### src/core/epiu_map.svh
`ifndef EPIU_MAP_SVH
`define EPIU_MAP_SVH

// Register indices; byte address is four times the index
`define EPIU_IDX_MASK_LOW 6'h0f
`define EPIU_IDX_MASK_HIGH 6'h10
`define EPIU_IDX_GRP_FLAGS 6'h11
`define EPIU_IDX_GRP_EN 6'h12
`define EPIU_IDX_EXT_EN 6'h13
`define EPIU_IDX_EXT_FLAG 6'h14
`define EPIU_IDX_SENSE 6'h15

// Field positions
`define EPIU_BIT_EXT 0
`define EPIU_BIT_GRP_LOW 0
`define EPIU_BIT_GRP_HIGH 1
`define EPIU_SENSE_LSB 0

// Reset value of every register
`define EPIU_RST_VAL 8'h00

// Vector addresses of the three requests
`define EPIU_VEC_NONE 10'h000
`define EPIU_VEC_EXT 10'h001
`define EPIU_VEC_LOW 10'h002
`define EPIU_VEC_HIGH 10'h003

// Documented pin counts of the two change groups
`define EPIU_NUM_LOW 8
`define EPIU_NUM_HIGH 4

`endif

### src/core/epiu_pkg.sv
package epiu_pkg;

  // Sense select encodings of the dedicated pin
  typedef enum logic [1:0] {
    EPIU_SENSE_LOW = 2'b00,
    EPIU_SENSE_ANY = 2'b01,
    EPIU_SENSE_FALL = 2'b10,
    EPIU_SENSE_RISE = 2'b11
  } epiu_sense_e;

  // Register bus slave states
  typedef enum logic {
    EPIU_BUS_IDLE = 1'b0,
    EPIU_BUS_ACK = 1'b1
  } epiu_bus_e;

  typedef logic [7:0] epiu_byte_t;

endpackage

### src/core/epiu_top.sv
// Function
// - Sense 00 low level, 01 any change
// - Sense 10 falling edge, 11 rising edge
// - Pin sampled before edges; long pulses caught
// - Pin request needs enable bit and global flag
// - Pin activity requests even when pin drives
// - Edge or change sets pin pending flag
// - Pin flag clears on entry or written one
// - Low level mode holds pin flag cleared
// - Upper group enable plus global gives request
// - Lower group enable plus global gives request
// - Group change sets its group pending flag
// - Group flag clears on entry or one
// - Lower mask bits enable each lower pin
// - Upper mask bits 0-3, rest unused
// - All seven registers reset to zero
// - Change and level detection usable for wake
// - Vectors 0x001, 0x002, 0x003
`timescale 1ns/10ps
`default_nettype none
`include "epiu_map.svh"

module epiu_top
  import epiu_pkg::*;
#(
  parameter int NUM_LOW = `EPIU_NUM_LOW,
  parameter int NUM_HIGH = `EPIU_NUM_HIGH
) (
  input wire logic ref_clk,
  input wire logic rst,
  input wire logic ce,
  input wire logic wb_cyc_i,
  input wire logic wb_stb_i,
  input wire logic wb_we_i,
  input wire logic [7:0] wb_adr_i,
  input wire logic [3:0] wb_sel_i,
  input wire logic [31:0] wb_dat_i,
  output logic [31:0] wb_dat_o,
  output logic wb_ack_o,
  input wire logic ext_irq_pin,
  input wire logic [NUM_LOW+NUM_HIGH-1:0] change_input,
  input wire logic cpu_irq_enable,
  input wire logic enter_ext,
  input wire logic enter_low,
  input wire logic enter_high,
  output logic req_ext,
  output logic group_low_vector,
  output logic group_high_vector,
  output logic irq,
  output logic [9:0] irq_vector,
  output logic wake_req
);

  localparam int NUM_ALL = NUM_LOW + NUM_HIGH;

  // Mask registers are one byte each, so a group cannot exceed eight pins
  if (NUM_LOW < 1 || NUM_LOW > 8 || NUM_HIGH < 1 || NUM_HIGH > 8) begin : g_bad_param
    $error("epiu_top: group widths must be 1 to 8");
  end

  // Register state
  epiu_sense_e sense_q, sense_d;
  logic ext_en_q, ext_en_d;
  logic ext_flag_q, ext_flag_d;
  logic [1:0] grp_en_q, grp_en_d;
  logic [1:0] grp_flag_q, grp_flag_d;
  logic [NUM_LOW-1:0] mask_low_q, mask_low_d;
  logic [NUM_HIGH-1:0] mask_high_q, mask_high_d;
  epiu_bus_e bus_q, bus_d;
  logic [31:0] dat_q, dat_d;
  logic [9:0] vec_q, vec_d;

  // Synchronisers and previous samples
  logic ext_s1_q, ext_s2_q, ext_prev_q;
  logic [NUM_ALL-1:0] chg_s1_q, chg_s2_q, chg_prev_q;

  // Bus decode
  wire [5:0] reg_idx = wb_adr_i[7:2];
  wire bus_req = wb_cyc_i & wb_stb_i;
  wire bus_start = bus_req & (bus_q == EPIU_BUS_IDLE);
  wire wr_lane = bus_req & wb_we_i & wb_sel_i[0] & (bus_q == EPIU_BUS_ACK);
  wire [7:0] wr_byte = wb_dat_i[7:0];
  wire hit_mask_low = reg_idx == `EPIU_IDX_MASK_LOW;
  wire hit_mask_high = reg_idx == `EPIU_IDX_MASK_HIGH;
  wire hit_grp_flags = reg_idx == `EPIU_IDX_GRP_FLAGS;
  wire hit_grp_en = reg_idx == `EPIU_IDX_GRP_EN;
  wire hit_ext_en = reg_idx == `EPIU_IDX_EXT_EN;
  wire hit_ext_flag = reg_idx == `EPIU_IDX_EXT_FLAG;
  wire hit_sense = reg_idx == `EPIU_IDX_SENSE;
  wire wr_mask_low = wr_lane & hit_mask_low;
  wire wr_mask_high = wr_lane & hit_mask_high;
  wire wr_grp_flags = wr_lane & hit_grp_flags;
  wire wr_grp_en = wr_lane & hit_grp_en;
  wire wr_ext_en = wr_lane & hit_ext_en;
  wire wr_ext_flag = wr_lane & hit_ext_flag;
  wire wr_sense = wr_lane & hit_sense;

  // Read mux; unused bits and unmapped addresses read as zero
  epiu_byte_t rd_mask_low, rd_mask_high, rd_byte;
  assign rd_mask_low = epiu_byte_t'(mask_low_q);
  assign rd_mask_high = epiu_byte_t'(mask_high_q);
  assign rd_byte = hit_mask_low ? rd_mask_low :
                   hit_mask_high ? rd_mask_high :
                   hit_grp_flags ? {6'h00, grp_flag_q} :
                   hit_grp_en ? {6'h00, grp_en_q} :
                   hit_ext_en ? {7'h00, ext_en_q} :
                   hit_ext_flag ? {7'h00, ext_flag_q} :
                   hit_sense ? {6'h00, sense_q} : 8'h00;

  // Slave answers one cycle after the request, for one cycle only
  // Ack is held off while ce is low, so the master never leaves before the write lands
  assign bus_d = bus_start ? EPIU_BUS_ACK : EPIU_BUS_IDLE;
  assign dat_d = bus_start ? {24'h000000, rd_byte} : dat_q;
  assign wb_ack_o = (bus_q == EPIU_BUS_ACK) & ce;
  assign wb_dat_o = dat_q;

  // Dedicated pin: pad value is sampled whatever the pin direction
  wire ext_cur = ext_s2_q;
  wire ext_rise = ext_cur & ~ext_prev_q;
  wire ext_fall = ~ext_cur & ext_prev_q;
  logic ext_trig;
  always_comb begin
    case (sense_q)
      EPIU_SENSE_LOW: ext_trig = 1'b0;
      EPIU_SENSE_ANY: ext_trig = ext_rise | ext_fall;
      EPIU_SENSE_FALL: ext_trig = ext_fall;
      EPIU_SENSE_RISE: ext_trig = ext_rise;
      default: ext_trig = 1'b0;
    endcase
  end
  wire level_mode = sense_q == EPIU_SENSE_LOW;
  // Level request lasts only while the pin is low; the source must hold it
  wire level_req = level_mode & ~ext_cur;

  // Pin flag: a new event wins over a clear in the same cycle
  wire ext_clr = enter_ext | (wr_ext_flag & wr_byte[`EPIU_BIT_EXT]);
  assign ext_flag_d = level_mode ? 1'b0 :
                      ext_trig ? 1'b1 :
                      ext_clr ? 1'b0 : ext_flag_q;

  // Change groups: masked change per pin, ORed into a group trigger
  wire [NUM_ALL-1:0] chg = chg_s2_q ^ chg_prev_q;
  wire [NUM_LOW-1:0] chg_low = chg[NUM_LOW-1:0] & mask_low_q;
  wire [NUM_HIGH-1:0] chg_high = chg[NUM_ALL-1:NUM_LOW] & mask_high_q;
  wire trig_low = |chg_low;
  wire trig_high = |chg_high;
  wire [1:0] grp_trig = {trig_high, trig_low};
  wire [1:0] grp_wclr = wr_grp_flags ? wr_byte[1:0] : 2'b00;
  wire [1:0] grp_clr = grp_wclr | {enter_high, enter_low};
  assign grp_flag_d = grp_trig | (grp_flag_q & ~grp_clr);

  // Software writes into control registers
  assign sense_d = wr_sense ? epiu_sense_e'(wr_byte[`EPIU_SENSE_LSB +: 2]) : sense_q;
  assign ext_en_d = wr_ext_en ? wr_byte[`EPIU_BIT_EXT] : ext_en_q;
  assign grp_en_d = wr_grp_en ? wr_byte[1:0] : grp_en_q;
  assign mask_low_d = wr_mask_low ? wr_byte[NUM_LOW-1:0] : mask_low_q;
  assign mask_high_d = wr_mask_high ? wr_byte[NUM_HIGH-1:0] : mask_high_q;

  // Requests are gated by their enable and the global interrupt flag
  wire ext_pend = level_mode ? level_req : ext_flag_q;
  assign req_ext = ext_pend & ext_en_q & cpu_irq_enable;
  assign group_low_vector = grp_flag_q[`EPIU_BIT_GRP_LOW] &
                            grp_en_q[`EPIU_BIT_GRP_LOW] & cpu_irq_enable;
  assign group_high_vector = grp_flag_q[`EPIU_BIT_GRP_HIGH] &
                             grp_en_q[`EPIU_BIT_GRP_HIGH] & cpu_irq_enable;
  assign irq = req_ext | group_low_vector | group_high_vector;

  // Lowest vector address wins when several requests stand
  assign vec_d = req_ext ? `EPIU_VEC_EXT :
                 group_low_vector ? `EPIU_VEC_LOW :
                 group_high_vector ? `EPIU_VEC_HIGH : `EPIU_VEC_NONE;
  assign irq_vector = vec_q;

  // Wake from the synchronised path; true clockless sensing lives in the pad ring
  assign wake_req = (ext_en_q & level_req) |
                    (grp_en_q[`EPIU_BIT_GRP_LOW] & trig_low) |
                    (grp_en_q[`EPIU_BIT_GRP_HIGH] & trig_high);

  // Two-flop synchronisers, then one previous sample for edge detection
  always_ff @(posedge ref_clk) begin
    if (rst) begin
      ext_s1_q <= 1'b1;
      ext_s2_q <= 1'b1;
      ext_prev_q <= 1'b1;
      chg_s1_q <= '0;
      chg_s2_q <= '0;
      chg_prev_q <= '0;
    end else if (ce) begin
      ext_s1_q <= ext_irq_pin;
      ext_s2_q <= ext_s1_q;
      ext_prev_q <= ext_s2_q;
      chg_s1_q <= change_input;
      chg_s2_q <= chg_s1_q;
      chg_prev_q <= chg_s2_q;
    end
  end

  // Control, mask and flag registers
  always_ff @(posedge ref_clk) begin
    if (rst) begin
      sense_q <= EPIU_SENSE_LOW;
      ext_en_q <= 1'b0;
      ext_flag_q <= 1'b0;
      grp_en_q <= 2'b00;
      grp_flag_q <= 2'b00;
      mask_low_q <= '0;
      mask_high_q <= '0;
    end else if (ce) begin
      sense_q <= sense_d;
      ext_en_q <= ext_en_d;
      ext_flag_q <= ext_flag_d;
      grp_en_q <= grp_en_d;
      grp_flag_q <= grp_flag_d;
      mask_low_q <= mask_low_d;
      mask_high_q <= mask_high_d;
    end
  end

  // Bus slave and vector output
  always_ff @(posedge ref_clk) begin
    if (rst) begin
      bus_q <= EPIU_BUS_IDLE;
      dat_q <= 32'h00000000;
      vec_q <= `EPIU_VEC_NONE;
    end else if (ce) begin
      bus_q <= bus_d;
      dat_q <= dat_d;
      vec_q <= vec_d;
    end
  end
endmodule // epiu_top

`default_nettype wire

### config.mk
export PLATFORM = sky130hd
export DESIGN_NAME = epiu_top
export DESIGN_NICKNAME = d
export VERILOG_FILES = /design/src/core/epiu_pkg.sv /design/src/core/epiu_top.sv
export VERILOG_INCLUDE_DIRS = /design/src /design/src/core
export SDC_FILE = /design/constraint.sdc
export NUM_CORES = 1
export LEC_CHECK = 0
export ABC_CLOCK_PERIOD_IN_PS = 3320
export CAP_MARGIN = 20
export CORE_UTILIZATION = 45
export CTS_CLUSTER_SIZE = 10
export DETAILED_ROUTE_END_ITERATION = 8
export DONT_BUFFER_PORTS = 1
export GPL_TIMING_DRIVEN = 0
export REMOVE_ABC_BUFFERS = 1
export SLEW_MARGIN = 10
export SYNTH_ARGS = -nofsm -noshare
export SYNTH_HDL_FRONTEND = slang
export SYNTH_SLANG_ARGS = --single-unit
### constraint.sdc
create_clock -name ref_clk -period 3.32 [get_ports ref_clk]
set_input_delay 0.664 -clock ref_clk [delete_from_list [all_inputs] [get_ports ref_clk]]
set_output_delay 0.664 -clock ref_clk [all_outputs]
set_load 0.02 [all_outputs]
==> metrics.cfg <==
[placement]
gp_congestion=0.8335
dp.cells=447
io_buffers=0
dp_hpwl_um=4647
pre_cts_ws_ns=1.212

[synth]
yosys_warnings=0
synth-async-reset-ratio_pct=0
synthCells=365
synth_top_cell_by_area=dfxtp_1
ys_types=52
yosysMostFrequentCell=dfxtp_1
ys_top_cells_by_count=dfxtp_1, nor2_1, mux2i_1, buf_4, nand2_1
syn_area_um2=3368
synthTopCellsByArea=dfxtp_1, mux2i_1, buf_4, nor2_1, xor2_1
synth_seq_cells=70
avgSynthCellArea_um2=9.228
synth-edff-count=0
synth_ff_type=dfxtp_1
yosysTopAreaCellShare_pct=41.60
yosysSeqAreaShare_pct=41.60

[global_route]
grt_pass1_wl_um=10740
antenna_found_initial=0
gr-total-overflow=0
grt_max_degree=68
grt_pass1_vias=2167
grtUsageTotal_pct=18.37

[layout]
final_core_util_pct=48.06
fillers=700
nets=429
seqCellArea_um2=1401
multiInputGateArea_um2=1742
final_cells=464
insertedDiodeCount=0
syn2layout_area_growth_pct=3.492
drive_gt1_share_pct=7.123

[drt]
ant_nets=0
drc=0
via_count=2432
via_per_inst=5.241
dr.pass1.iters=4
wire_per_inst_um=14.76
wl_um=6850
first_iter_violations=108

[hold_path]
worst_hold_path_type=input port to register

[power_and_ir_drop]
power.total_mw=1.607
irDropWorstVdd_mv=0.3647
powerDensity_nw_per_um2=460.9
p_leak_nw=1.486

[floorplanning]
fp.coreArea_um2=7253
die_h_um=88.52
fp.dieW_um=88.52
io_pins=115
dieArea_um2=7835
initial_core_util_pct=46.44
num_rows=31

[clock_network]
clkSlewWorstSetupHoldPaths_ns=0.08
clock-sinks=70
cts_resized=0
cts-root-buf=clkbuf_8
numCtsBuffers=9
ctsHoldBuffers=0
cts_tree=done
clockBufferDepth=2
htree_levels=3
post-cts-setup-buffers=0
clkLatencyLatePin_ns=0.34

[timing]
fin_crit_ns=2.460
slew-limit-headroom_pct=49.16
clock_skew_ns=0.005249
setup_viol=0
max_freq_mhz=406.6
setup_ws_ns=0.8604
rsz0062_at_grt=false
finalSetupTns_ns=0
hold_violations=0
period_share_pct=74.08
slew_violations=0
tightest_slew_ns=0.7568

[outcome]
outcome=complete, no violations

[setup_path]
crit_arrival_ns=1.80
startpoint_type=register
worstSetupPathType=register to output pin
required_ns=2.66
crit_path_end_kind=output pin
crit_fanout=3

[run]
max_cap_viol_count=0

==> path summary, 6_finish.rpt <==
kind	endpoint	slack (ns)	depth (start not counted)	startpoint
max	wake_req	0.86	4	chg_s2_q[3]$_SDFFE_PP0P_
min	chg_s1_q[8]$_SDFFE_PP0P_	0.39	1	rst
max reg2reg	wb_dat_o[0]$_SDFFE_PP0P_	1.54	4	bus_q$_SDFFE_PP0P_
min reg2reg	ext_s1_q$_SDFFE_PP1P_	0.48	2	ext_s1_q$_SDFFE_PP1P_
==> per-layer routing <==
metal | up-vias | global-route usage (%) | wire (um)
li1 | 1201 | - | -
met1 | 1134 | 23.22 | 3125
met2 | 95 | 28.81 | 3091
met3 | 2 | 8.116 | 609
met4 | 0 | 4.399 | 23
met5 | - | 0 | 0
==> report_power, final <==
| part | internal, mW | switching [mW] | total, mW |
|---|---|---|---|
| clock network | 0.295 | 0.328 | 0.623 |
| registers | 0.861 | 0.0177 | 0.879 |
| logic | 0.0406 | 0.0644 | 0.105 |
==> metrics by stage <==
step           hold slack [ns]  area (um^2)
6_report                0.3861         3486
2_1_floorplan           0.4412         3173
4_1_cts                 0.3679         3481
5_1_grt                 0.3586         3486
3_5_place_dp            0.4641         3297
3_3_place_gp            0.4578         3297
==> final cells by class <==
class / count / area share, %
well taps: 99 / 3.553
flip-flops and latches: 70 / 40.20
inverters: 8 / 0.8615
repair buffers: 1 / 0.1436
multi-input cells: 270 / 49.96
clock inverters: 6 / 1.328
clock buffers: 10 / 3.948
==> placed cells by master (no fill, tap or decap), types with 2 or more instances in the layout <==
cell	synthesis	layout
a2bb2oi_1	2	2
nor2b_1	2	2
nand3_1	12	12
clkinv_4	0	2
a21oi_1	14	14
nand2_1	21	21
clkinvlp_4	0	2
nor2_1	59	59
nor3b_1	3	3
nand3b_1	2	2
o211ai_1	3	3
conb_1	1	32
o31ai_1	2	2
a22oi_1	6	6
and2_1	2	2
nand2b_1	2	2
and3_1	4	4
o21ai_0	6	6
mux2_2	2	2
nand4_1	4	4
clkbuf_8	0	10
or3b_1	2	2
mux2i_1	48	48
nor4_1	2	2
a221oi_1	4	4
dfxtp_1	70	70
o2bb2ai_1	2	2
inv_1	7	7
ha_1	2	2
xor2_1	12	12
==> state kept, by name, summed over array words and instances (netlist names) <==
signal,flops
bus_q,1
chg_prev_q,12
chg_s1_q,12
chg_s2_q,12
ext_cur,1
ext_en_q,1
ext_flag_q,1
ext_prev_q,1
ext_s1_q,1
grp_en_q,2
grp_flag_q,2
irq_vector,2
mask_high_q,4
mask_low_q,8
sense_q,2
wb_dat_o,8
==> critical path, stage by stage (launching register included) <==
cell	delay [ns]
dfxtp_1	0.34
xor2_1	0.17
a22oi_1	0.25
nand4_1	0.24
a221o_1	0.45
==> cell families (layout without fill, tap and decap cells) <==
| group | count (synthesis) | count (layout) | share of synthesized area (%) |
|---|---|---|---|
| adder cells (fa/ha/maj) | 2 | 2 | 0.7428 |
| XOR/XNOR | 12 | 12 | 3.120 |
| buffers and inverters | 56 | 25 | 10.14 |
| AO/OA/AOI/OAI | 49 | 49 | 9.881 |
| flip-flops | 70 | 70 | 41.60 |
| multiplexers | 50 | 50 | 14.93 |
| AND/OR/NAND/NOR | 125 | 125 | 19.46 |
| other | 1 | 32 | 0.1113 |
No activity file was read; power rests on OpenSTA's default activity.
